**src/ess_pkg.sv**
```systemverilog
// Purpose: Shared constants, codes and carrier types of the emergency stop sequencer
// Assumes: 250 MHz control clock, speed in units of 0.01 rpm, delay in units of 1 ms
// Notes:   Every offset-free setting of the block is a plain port; codes live here
package ess_pkg;

  // Clock and delay timebase
  localparam int CLK_PERIOD_NS  = 4;
  localparam int DELAY_UNIT_NS  = 1000000;
  // Least time, so round up to whole cycles
  localparam int CYCLES_PER_MS  = (DELAY_UNIT_NS + CLK_PERIOD_NS - 1) / CLK_PERIOD_NS;

  // Field widths
  localparam int SPEED_W        = 22;       // Up to 30000.00 rpm in 0.01 rpm steps
  localparam int DELAY_W        = 15;       // Up to 30000 ms
  localparam int NUM_DI         = 4;
  localparam int DELAY_MAX_MS   = 30000;

  // Suggested zero speed limit: 30.00 rpm
  localparam logic [SPEED_W-1:0] ZERO_LIMIT_DEFAULT = 22'h000BB8;

  // Stop style codes; reset default is the normal ramp stop
  typedef enum logic [1:0] {
    ESS_NORMAL_RAMP_STOP    = 2'h0,
    ESS_COAST_STOP          = 2'h1,
    ESS_EMERGENCY_RAMP_STOP = 2'h2
  } ess_style_t;

  // Emergency stop source codes
  localparam logic [2:0] SRC_CONST_LOW  = 3'h0;
  localparam logic [2:0] SRC_CONST_HIGH = 3'h1;
  localparam logic [2:0] SRC_DI_FIRST   = 3'h3;
  localparam logic [2:0] SRC_DI_LAST    = 3'h6;
  localparam logic [2:0] SRC_DEFAULT    = SRC_CONST_HIGH;

  // Enables toward the power stage and speed controller
  typedef struct packed {
    logic modulationEnable;
    logic speedCtrlEnable;
    logic magnetizeEnable;
    logic rampDown;
    logic emergencyRamp;
  } ess_drive_t;

  localparam ess_drive_t DRIVE_OFF = '0;

endpackage : ess_pkg

```
**src/ess_src_sel.sv**
```systemverilog
// Purpose: Synchronises pin inputs and selects the emergency stop signal
// Assumes: Digital inputs and start pin are asynchronous to mclk
// Notes:   Unused source codes resolve to an active stop, the safe side
`timescale 1ns/1ps
module ess_src_sel #(
  parameter int NUM_DI = ess_pkg::NUM_DI
) (
  input  wire logic              mclk,
  input  wire logic              rst,
  input  wire logic [NUM_DI-1:0] digitalInputs,
  input  wire logic              startPin,
  input  wire logic [2:0]        srcSel,
  output logic                   estopSig,
  output logic                   startSync
);

  logic [NUM_DI-1:0] diMeta_q;
  logic [NUM_DI-1:0] diSync_q;
  logic              startMeta_q;
  logic              startSync_q;
  logic [2:0]        diOffset;

  // Source codes fix the input count at four
  if (NUM_DI != 4) begin : g_bad_num_di
    $error("ess_src_sel: NUM_DI must be 4");
  end

  // Two-stage synchronisers; first stage feeds only the second
  // Start stages reset high so a start held through reset makes no edge
  always_ff @(posedge mclk) begin
    if (rst) begin
      diMeta_q    <= '0;
      diSync_q    <= '0;
      startMeta_q <= 1'b1;
      startSync_q <= 1'b1;
    end else begin
      diMeta_q    <= digitalInputs;
      diSync_q    <= diMeta_q;
      startMeta_q <= startPin;
      startSync_q <= startMeta_q;
    end
  end

  // Source multiplexer, low means stop requested
  always_comb begin
    diOffset  = srcSel - ess_pkg::SRC_DI_FIRST;
    startSync = startSync_q;
    if (srcSel == ess_pkg::SRC_CONST_LOW) begin
      estopSig = 1'b0;
    end else if (srcSel == ess_pkg::SRC_CONST_HIGH) begin
      estopSig = 1'b1;
    end else if (srcSel >= ess_pkg::SRC_DI_FIRST && srcSel <= ess_pkg::SRC_DI_LAST) begin
      estopSig = diSync_q[diOffset[1:0]];
    end else begin
      estopSig = 1'b0;                  // Reserved codes stop the drive
    end
  end

endmodule : ess_src_sel

```
**src/ess_ms_timer.sv**
```systemverilog
// Purpose: Zero speed delay timer counting whole milliseconds
// Assumes: load is a one-cycle pulse with a nonzero delay
// Notes:   Dropping run abandons the count at once
`timescale 1ns/1ps
module ess_ms_timer #(
  parameter int CYCLES_PER_MS = ess_pkg::CYCLES_PER_MS,
  parameter int DELAY_W       = ess_pkg::DELAY_W
) (
  input  wire logic               mclk,
  input  wire logic               rst,
  input  wire logic               load,
  input  wire logic               run,
  input  wire logic [DELAY_W-1:0] delayMs,
  output logic                    expired
);

  localparam int TICK_W = $clog2(CYCLES_PER_MS + 1);
  localparam logic [TICK_W-1:0] TICK_LAST = TICK_W'(CYCLES_PER_MS - 1);

  logic [TICK_W-1:0]  tick_q;
  logic [TICK_W-1:0]  tick_d;
  logic [DELAY_W-1:0] msLeft_q;
  logic [DELAY_W-1:0] msLeft_d;
  logic               expired_q;
  logic               expired_d;

  if (CYCLES_PER_MS < 1) begin : g_bad_cycles
    $error("ess_ms_timer: CYCLES_PER_MS must be at least 1");
  end

  // Tick divider and millisecond down-counter
  always_comb begin
    tick_d    = tick_q;
    msLeft_d  = msLeft_q;
    expired_d = 1'b0;
    if (load) begin
      tick_d   = '0;
      msLeft_d = delayMs;
    end else if (!run) begin
      tick_d   = '0;
      msLeft_d = '0;
    end else if (msLeft_q != '0) begin
      if (tick_q == TICK_LAST) begin
        tick_d   = '0;
        msLeft_d = msLeft_q - 1'b1;
        if (msLeft_q == DELAY_W'(1)) expired_d = 1'b1;
      end else begin
        tick_d = tick_q + 1'b1;
      end
    end
  end

  always_ff @(posedge mclk) begin
    if (rst) begin
      tick_q    <= '0;
      msLeft_q  <= '0;
      expired_q <= 1'b0;
    end else begin
      tick_q    <= tick_d;
      msLeft_q  <= msLeft_d;
      expired_q <= expired_d;
    end
  end

  assign expired = expired_q;

endmodule : ess_ms_timer

```
**src/ess_sequencer.sv**
```systemverilog
// Purpose: Emergency stop sequencer for a motor drive
// Assumes: speedMeasured is an unsigned magnitude on mclk; ramp generator lives outside
// Notes:   Outputs are registered from the next state, so they change on the same edge as the state
`timescale 1ns/1ps
module ess_sequencer #(
  parameter int CYCLES_PER_MS = ess_pkg::CYCLES_PER_MS
) (
  input  wire logic                         mclk,
  input  wire logic                         rst,
  input  wire logic                         startPin,
  input  wire logic [ess_pkg::NUM_DI-1:0]   digitalInputs,
  input  wire logic [1:0]                   stopStyle,
  input  wire logic [2:0]                   stopSource,
  input  wire logic [ess_pkg::SPEED_W-1:0]  speedMeasured,
  input  wire logic [ess_pkg::SPEED_W-1:0]  zeroSpeedLimit,
  input  wire logic [ess_pkg::DELAY_W-1:0]  zeroSpeedDelayMs,
  output ess_pkg::ess_drive_t               drive,
  output logic                              running,
  output logic                              startBlocked,
  output logic [2:0]                        activeSource
);

  typedef enum logic [1:0] {
    ST_STOPPED,
    ST_RUN,
    ST_RAMP,
    ST_ZERO_DELAY
  } ess_state_t;

  ess_state_t          state_q;
  ess_state_t          state_d;
  logic [2:0]          srcSel_q;
  logic [2:0]          srcSel_d;
  logic                startPrev_q;
  logic                emeRamp_q;
  logic                emeRamp_d;
  ess_pkg::ess_drive_t drive_q;
  ess_pkg::ess_drive_t drive_d;
  logic                running_q;
  logic                startBlocked_q;
  logic                estopSig;
  logic                startSync;
  logic                startRise;
  logic                belowLimit;
  logic                coastNow;
  logic                timerLoad;
  logic                timerDone;

  // Synchronised pins and the selected stop signal
  ess_src_sel #(
    .NUM_DI        (ess_pkg::NUM_DI)
  ) u_src_sel (
    .mclk          (mclk),
    .rst           (rst),
    .digitalInputs (digitalInputs),
    .startPin      (startPin),
    .srcSel        (srcSel_q),
    .estopSig      (estopSig),
    .startSync     (startSync)
  );

  // Millisecond delay below the zero speed limit
  ess_ms_timer #(
    .CYCLES_PER_MS (CYCLES_PER_MS),
    .DELAY_W       (ess_pkg::DELAY_W)
  ) u_ms_timer (
    .mclk          (mclk),
    .rst           (rst),
    .load          (timerLoad),
    .run           (state_q == ST_ZERO_DELAY),
    .delayMs       (zeroSpeedDelayMs),
    .expired       (timerDone)
  );

  // Event terms for the sequencer
  always_comb begin
    startRise  = startSync && !startPrev_q;
    belowLimit = speedMeasured < zeroSpeedLimit;
    coastNow   = !estopSig && (stopStyle == ess_pkg::ESS_COAST_STOP);
    timerLoad  = (state_q == ST_RAMP) && (state_d == ST_ZERO_DELAY);
  end

  // Next state; a fresh start edge is needed from stopped
  always_comb begin
    state_d   = state_q;
    emeRamp_d = emeRamp_q;
    case (state_q)
      ST_STOPPED: begin
        // Stop signal checked with the edge, so an active stop wins
        if (startRise && estopSig) begin
          state_d   = ST_RUN;
          emeRamp_d = 1'b0;
        end
      end
      ST_RUN: begin
        if (!estopSig) begin
          case (stopStyle)
            ess_pkg::ESS_COAST_STOP: begin
              state_d = ST_STOPPED;
            end
            ess_pkg::ESS_EMERGENCY_RAMP_STOP: begin
              state_d   = ST_RAMP;
              emeRamp_d = 1'b1;
            end
            default: begin
              state_d   = ST_RAMP;
              emeRamp_d = 1'b0;
            end
          endcase
        end else if (!startSync) begin
          state_d   = ST_RAMP;                                    // Plain stop command
          emeRamp_d = 1'b0;
        end
      end
      ST_RAMP: begin
        if (coastNow) begin
          state_d = ST_STOPPED;
        end else if (belowLimit) begin
          if (zeroSpeedDelayMs == '0) begin
            state_d = ST_STOPPED;
          end else begin
            state_d = ST_ZERO_DELAY;
          end
        end
      end
      ST_ZERO_DELAY: begin
        if (timerDone || coastNow) begin
          state_d = ST_STOPPED;
        end else if (startRise && estopSig) begin
          state_d   = ST_RUN;                                     // Quick restart
          emeRamp_d = 1'b0;
        end
      end
      default: begin
        state_d = ST_STOPPED;
      end
    endcase
  end

  // Output enables follow the next state
  always_comb begin
    drive_d  = ess_pkg::DRIVE_OFF;
    // Not taken on the start edge either, so a run never sees a new source
    srcSel_d = (state_q == ST_STOPPED && state_d == ST_STOPPED) ? stopSource : srcSel_q;
    case (state_d)
      ST_RUN: begin
        drive_d.modulationEnable = 1'b1;
        drive_d.speedCtrlEnable  = 1'b1;
        drive_d.magnetizeEnable  = 1'b1;
      end
      ST_RAMP: begin
        drive_d.modulationEnable = 1'b1;
        drive_d.speedCtrlEnable  = 1'b1;
        drive_d.magnetizeEnable  = 1'b1;
        drive_d.rampDown         = 1'b1;
        drive_d.emergencyRamp    = emeRamp_d;
      end
      ST_ZERO_DELAY: begin
        // Control kept live so a restart needs no magnetising
        drive_d.modulationEnable = 1'b1;
        drive_d.speedCtrlEnable  = 1'b1;
        drive_d.magnetizeEnable  = 1'b1;
      end
      default: begin
        drive_d = ess_pkg::DRIVE_OFF;
      end
    endcase
  end

  // State registers
  always_ff @(posedge mclk) begin
    if (rst) begin
      state_q        <= ST_STOPPED;
      srcSel_q       <= ess_pkg::SRC_DEFAULT;
      startPrev_q    <= 1'b1;                                     // Start held at reset needs a new edge
      emeRamp_q      <= 1'b0;
      drive_q        <= ess_pkg::DRIVE_OFF;
      running_q      <= 1'b0;
      startBlocked_q <= 1'b1;
    end else begin
      state_q        <= state_d;
      srcSel_q       <= srcSel_d;
      startPrev_q    <= startSync;
      emeRamp_q      <= emeRamp_d;
      drive_q        <= drive_d;
      running_q      <= state_d != ST_STOPPED;
      startBlocked_q <= (state_d == ST_STOPPED) && !estopSig;
    end
  end

  assign drive        = drive_q;
  assign running      = running_q;
  assign startBlocked = startBlocked_q;
  assign activeSource = srcSel_q;
endmodule : ess_sequencer

```
**config.mk**
```make
export PLATFORM = sky130hd
export DESIGN_NAME = ess_sequencer
export DESIGN_NICKNAME = d
export VERILOG_FILES = /design/src/ess_pkg.sv /design/src/ess_src_sel.sv /design/src/ess_ms_timer.sv /design/src/ess_sequencer.sv
export SDC_FILE = /design/constraint.sdc
export NUM_CORES = 1
export LEC_CHECK = 0
export BUFFER_PORTS_ARGS = -buffer_cell sky130_fd_sc_hd__buf_2
export CAP_MARGIN = 20
export CORE_UTILIZATION = 50
export DETAILED_ROUTE_END_ITERATION = 8
export PLACE_DENSITY_LB_ADDON = 0.08
export SLEW_MARGIN = 20
export SYNTH_ARGS = -nofsm -noshare
export SYNTH_HDL_FRONTEND = slang
export SYNTH_SLANG_ARGS = --single-unit
export TNS_END_PERCENT = 10
```
**constraint.sdc**
```tcl
create_clock -name mclk -period 3.2 [get_ports mclk]
set_input_delay 0.16 -clock mclk [delete_from_list [all_inputs] [get_ports mclk]]
set_output_delay 0.16 -clock mclk [all_outputs]
set_load 0.05 [all_outputs]
```
### Yosys cells after proc, flatten, opt, wreduce, memory -nomap -nowiden

Cells that the tools add are included.

* add/subtract/negate cells: 3
* order comparisons: 4
* eq/ne operators: 13
* multiplexer cells: 28
* bitwise operators: 4
* reductions and logical operators: 21

Operator list (count)
* $mux W15: 4
* $lt A22 B22 Y1: 1
* $add A18 B1 Y18 const B: 1
* $eq A18 B18 Y1 const B: 1
* $mux W18: 1
* $mux W2: 9
* $eq A15 B1 Y1 const B: 1
* $logic_not A15 Y1: 1
* $reduce_bool A15 Y1: 1
* $sub A15 B1 Y15 const B: 1
* $eq A2 B2 Y1 const B: 5
* $mux W1: 9
* $pmux W2 S4: 1
* $logic_and A1 B1 Y1: 7
* $eq A2 B1 Y1 const B: 3
* $ne A3 B3 Y1 const B: 2
* $reduce_or A3 Y1: 2
* $reduce_or A5 Y1: 1
* $logic_not A2 Y1: 2
* $not A1 Y1: 4
* $eq A3 B1 Y1 const B: 1
* $ge A3 B2 Y1 const B: 1
* $le A3 B3 Y1 const B: 1
* $logic_not A3 Y1: 1
* 11 further kinds: 12

* bits in registers: 58
* input bits: 71
* output and inout port bits: 10
* word-level logic and storage cells: 91

### Logic depth before layout (Yosys ltp)

* depth after elaboration: 15
* depth in mapped cells: 9
* mapped depth without buffers: 9

### By module

From an unflattened synthesis, not the netlist that was laid out.

* cells, all modules: 413
* area, all modules: 3390.8 µm²

Modules (own cells, without submodules)
* ess_ms_timer: instances 1, cells an instance 234, area an instance 1903.1 µm², sequential area each 680.7 µm²
* ess_sequencer: instances 1, cells an instance 146, area an instance 1112.3 µm², sequential area each 220.2 µm²
* ess_src_sel: instances 1, cells an instance 33, area an instance 375.4 µm², sequential area each 200.2 µm²

### Worst setup path after synthesis

Ideal clock, no wire load.

* path kind: register to register
* start: register srcSel_q[0], in the netlist activeSource[0]
* end: register drive_q (netlist bit drive[4])
* library setup time: 0.114 ns
* data arrival time: 2.618 ns
* required time: 3.086 ns
* slack: 0.468 ns
* cell stages (with the launch flop): 9
* path buffers: 0
* period minus slack after synthesis: 2.732 ns
* path through: dfxtp_1 > inv_1 > ha_1 > mux4_2 > and3_1 > o311ai_2 > nor4_2 > a211o_1 > a21o_1

* cells in the longest elaborated chain, start to end: 14
* elaborated cells on any way between the ends: 25
* those cells by class: 1 x add/sub; 2 x order compare; 4 x eq/ne; 11 x mux; 7 x reduce/logical

RTL lines
* start: declaration: line ess_sequencer.sv:32 `logic [2:0] srcSel_q;`
* start signal: assignment: line ess_sequencer.sv:174 `srcSel_q <= ess_pkg::SRC_DEFAULT;`
* start signal: assignment: line ess_sequencer.sv:182 `srcSel_q <= srcSel_d;`
* $sub A2 B2 Y2: line ess_src_sel.sv:46 `diOffset = srcSel - ess_pkg::SRC_DI_FIRST;`
* $bmux W1 S2: line ess_src_sel.sv:53 `estopSig = diSync_q[diOffset[1:0]];`
* $mux W1 (implied by the code): line ess_src_sel.sv:53
* $mux W1: line ess_src_sel.sv:52 `end else if (srcSel >= ess_pkg::SRC_DI_FIRST && srcSel <= ess_pkg::SRC_DI_LAST) begin`
* $mux W1: line ess_src_sel.sv:50 `end else if (srcSel == ess_pkg::SRC_CONST_HIGH) begin`
* $mux W1 *: line ess_src_sel.sv:48 `if (srcSel == ess_pkg::SRC_CONST_LOW) begin`
* $logic_not A1 Y1: line ess_sequencer.sv:79 `coastNow = !estopSig && (stopStyle == ess_pkg::ESS_COAST_STOP);`
* $logic_and A1 B1 Y1: line ess_sequencer.sv:79
* $logic_or A1 B1 Y1: line ess_sequencer.sv:127 `if (timerDone || coastNow) begin`
* $mux W2: line ess_sequencer.sv:127
* $pmux W2 S4 *: line ess_sequencer.sv:87 `case (state_q)`
* $eq A2 B2 Y1 / $eq A2 B1 Y1 (equally long branches): line ess_sequencer.sv:145 `case (state_d)`
* $reduce_or A3 Y1 (no source line) *
* $mux W3 *: line ess_sequencer.sv:145
* end signal: assignment: line ess_sequencer.sv:177 `drive_q <= ess_pkg::DRIVE_OFF;`
* end signal: assignment: line ess_sequencer.sv:185 `drive_q <= drive_d;`
* end: declaration: line ess_sequencer.sv:37 `ess_pkg::ess_drive_t drive_q;`

Every way passes the cells marked *; elsewhere a longest branch is shown, timed or not. The select of a mux whose other input is x is not followed.
A chain may end at the register's enable or synchronous reset.

### Final worst setup path

* start: register srcSel_q[0], in the netlist activeSource[0]
* end: register drive_q (netlist bit drive[0])

* cells in the longest elaborated chain, start to end: 14
* elaborated cells on any way between the ends: 27
* those cells by class: 1 x add/sub; 2 x order compare; 2 x eq/ne; 14 x mux; 1 x bitwise; 7 x reduce/logical

RTL lines (line)
* $sub A2 B2 Y2: ess_src_sel.sv:46
* $bmux W1 S2: ess_src_sel.sv:53
* $mux W1 (implied by the code): ess_src_sel.sv:53
* $mux W1: ess_src_sel.sv:52
* $mux W1: ess_src_sel.sv:50
* $mux W1 *: ess_src_sel.sv:48
* $logic_not A1 Y1: ess_sequencer.sv:79
* $logic_and A1 B1 Y1: ess_sequencer.sv:79
* $logic_or A1 B1 Y1: ess_sequencer.sv:127
* $mux W2: ess_sequencer.sv:127
* $pmux W2 S4: ess_sequencer.sv:87
* $eq A2 B2 Y1: ess_sequencer.sv:145
* $not A1 Y1 (no source line)
* $reduce_or A2 Y1 (no source line)

Marked as above.

==> impl_metrics.env <==
export IMPL_fin_crit_ns=2.621
export IMPL_antenna_left=0
export IMPL_finalSetupViolations=0
export IMPL_synthTopCellsByCount="dfxtp_1, nor2_1, inv_1, ha_1, a21oi_1"
export IMPL_synth_cell_type_count=51
export IMPL_ir_worst_vdd_uv=239.8
export IMPL_drt_iter0_drc=153
export IMPL_track_usage_pct=21.86
export IMPL_gp_congestion=0.8641
export IMPL_synth_area_leaders="dfxtp_1, ha_1, nor2_1"
export IMPL_endpoint_kind="flop"
export IMPL_grt_overflow=0
export IMPL_whs_ns=0.01967
export IMPL_slowest_delay_ns=0.45
export IMPL_yosys_area_top_type="dfxtp_1"
export IMPL_rsz0062_at_grt="no"
export IMPL_coreArea_sq_um=6350
export IMPL_area_growth_pct=16.72
export IMPL_clk_latency_ns=0.32
export IMPL_slew_headroom_pct=57.75
export IMPL_yosysTopAreaCellShare_pct=33.66
export IMPL_max_clock_path_buffers=2
export IMPL_reg2reg_slack_ns=0.58
export IMPL_wl_per_cell_microns=13.13
export IMPL_post_synth_cell_area_avg_sq_um=8.197
export IMPL_cts_root_buf="clkbuf_8"
export IMPL_ys_seq_area_share_pct=33.66
export IMPL_hold_class="input port to flop"
export IMPL_nNetsFinal=579
export IMPL_synthArstFlopShare_pct=0
export IMPL_max_freq_mhz=381.5
export IMPL_layout_drive_gt1_share_pct=21.29
export IMPL_routed_wl_microns=7302
export IMPL_numCtsBuffers=5
export IMPL_fin_util_pct=60.12
export IMPL_via_per_inst=5.477
export IMPL_start_util_pct=51.51
export IMPL_syn_cell_area_sq_um=3271
export IMPL_die_area_sq_um=6869
export IMPL_hold_violations=0
export IMPL_num_vias=3045
export IMPL_synth_cells=399
export IMPL_ys_ff_latch=55
export IMPL_yosys_warnings=0
export IMPL_die_h_microns=82.88
export IMPL_worstSetupPathType="flop to flop"
export IMPL_grt_max_degree=33
export IMPL_post_route_period_util_pct=81.92
export IMPL_drcViolationCount=2
export IMPL_num_rows=29
export IMPL_power_density_nw_per_um2=335.6
export IMPL_max_cap_viol_count=0
export IMPL_crit_chain="inv_1, ha_1, mux4_2, and3_1, o311ai_2, nor4_2, buf_4, a211o_1, nor3b_1"
export IMPL_clk_pin_slew_ns=0.10
export IMPL_port_buffer_count=80
export IMPL_fin_worst_skew_ns=0.008463
export IMPL_violations="DRC"
export IMPL_hpwl_microns=5601
export IMPL_synthFlopType="dfxtp_1"
export IMPL_crit_slowest_cell="dfxtp_1"
export IMPL_cts_htree_levels=2
export IMPL_grt_pass1_wl_microns=12560
export IMPL_status="finished, violations left"
export IMPL_first_pass_iters=6
export IMPL_antenna_cells=0
export IMPL_clock_sinks=55
export IMPL_die_w_microns=82.88
export IMPL_cts_resized=0
export IMPL_ios=81
export IMPL_maxSlewViolCount=0
export IMPL_post_synth_top_count_cell="dfxtp_1"
export IMPL_required_ns=3.45
export IMPL_start_kind="flop"
export IMPL_syn_nets=500
export IMPL_antenna_found_initial=0
export IMPL_power_leakage_uw=0.001753
export IMPL_cts_post_setup_buffers_inserted=0
export IMPL_crit_arrival_ns=2.87
export IMPL_cts_tree="done"
export IMPL_ctsHoldBuffers=0
export IMPL_final_setup_tns_ns=0
export IMPL_worst_pin_slew_ns=0.6299
export IMPL_synth_edf_count=0
export IMPL_grt_pass1_vias=2875
export IMPL_crit_fanout=10
[power breakdown]
| part | switching (uW) | internal, uW |
|---|---|---|
| registers | 6.48 | 695 |
| clock network | 240 | 158 |
| logic | 100 | 80.6 |
| total | 347 | 934 |
[state kept, by name, indices dropped and copies added (netlist names)]
| signal | cells |
|---|---|
| u_src_sel.startSync | 1 |
| u_ms_timer.msLeft_q | 15 |
| u_src_sel.startMeta_q | 1 |
| u_ms_timer.tick_q | 18 |
| emeRamp_q | 1 |
| u_src_sel.diMeta_q | 4 |
| startBlocked | 1 |
| state_q | 2 |
| activeSource | 3 |
| u_ms_timer.expired | 1 |
| u_src_sel.diSync_q | 4 |
| startPrev_q | 1 |
| drive | 3 |
[per-layer routing]
metal  routed length, microns  share of wire [%]  track usage, %
met5                        0                  0               0
met4                       77                1.1           5.956
met3                      439                6.0           3.678
met2                     3261                 45           37.11
met1                     3523                 48           28.66
[layout by cell type (no fill, tap or decap), types with 2 or more instances in the layout]
cell	n
inv_1	36
nor3b_1	2
a31oi_1	2
nor4_1	5
o21ai_0	10
nor3_1	26
clkbuf_8	5
or2_2	2
buf_2	80
and3_1	6
a22oi_1	4
nand2b_1	5
nor4b_1	2
mux2i_1	2
xnor2_1	12
nor2b_1	9
o311a_1	2
a21oi_1	29
a21o_1	3
and4_1	4
a32oi_1	4
o31ai_1	2
nand4_1	10
and2_1	3
nand2_1	21
a211o_1	3
buf_4	4
or3_1	8
dfxtp_1	55
ha_1	30
xor2_1	9
nand3_1	11
nor2_1	53
[cell families (layout without fill, tap and decap cells)]
family	Yosys count	in the layout	synth area share (%)
AO/OA/AOI/OAI	69	69	13.89
AND/OR/NAND/NOR	173	173	27.70
buffers and inverters	48	128	6.350
flip-flops	55	55	33.67
adder cells (fa/ha/maj)	30	30	11.48
XOR/XNOR	21	21	5.624
multiplexers	3	3	1.301
[critical path: cells and delay by family (launching register included)]
| kind | cells | cell delay [ns] |
|---|---|---|
| compound gates | 2 | 0.67 |
| fa+ha+maj | 1 | 0.31 |
| buf+inv | 2 | 0.30 |
| flops | 1 | 0.45 |
| mux | 1 | 0.31 |
| simple gates | 3 | 0.51 |
[worst paths after layout]
kind,endpoint,cells after the start,start
max reg2reg,drive[0]$_SDFF_PP0_,9,activeSource[0]$_SDFFE_PP1P_
min,u_src_sel.startMeta_q$_SDFF_PP1_,2,startPin
min reg2reg,u_src_sel.startSync$_SDFF_PP1_,1,u_src_sel.startMeta_q$_SDFF_PP1_
max,drive[0]$_SDFF_PP0_,9,activeSource[0]$_SDFFE_PP1P_
[stage by stage]
| stage | worst slack (ns) | std cells | power [uW] | instance area, sq um |
|---|---|---|---|---|
| floorplan | 0.4677 | 399 | 826.4 | 3271 |
| finish | 0.5786 | 556 | 1281 | 3817 |
| detailed placement | 0.6067 | 548 | 898.7 | 3725 |
| global route | 0.4312 | 556 | 1343 | 3817 |
| CTS | 0.5884 | 556 | 1296 | 3817 |
| global placement | 0.6776 | 548 | 894.2 | 3725 |
[layout make-up]
cell class,count,area [sq um]
fillers,597,2532
repair buffers,84,430.4
clock buffers,5,68.82
multi-input cells,296,1962
clock inverters,3,23.77
inverters,36,135.1
well taps,77,96.34
flip-flops and latches,55,1101
(Power assumes the default switching activity.)
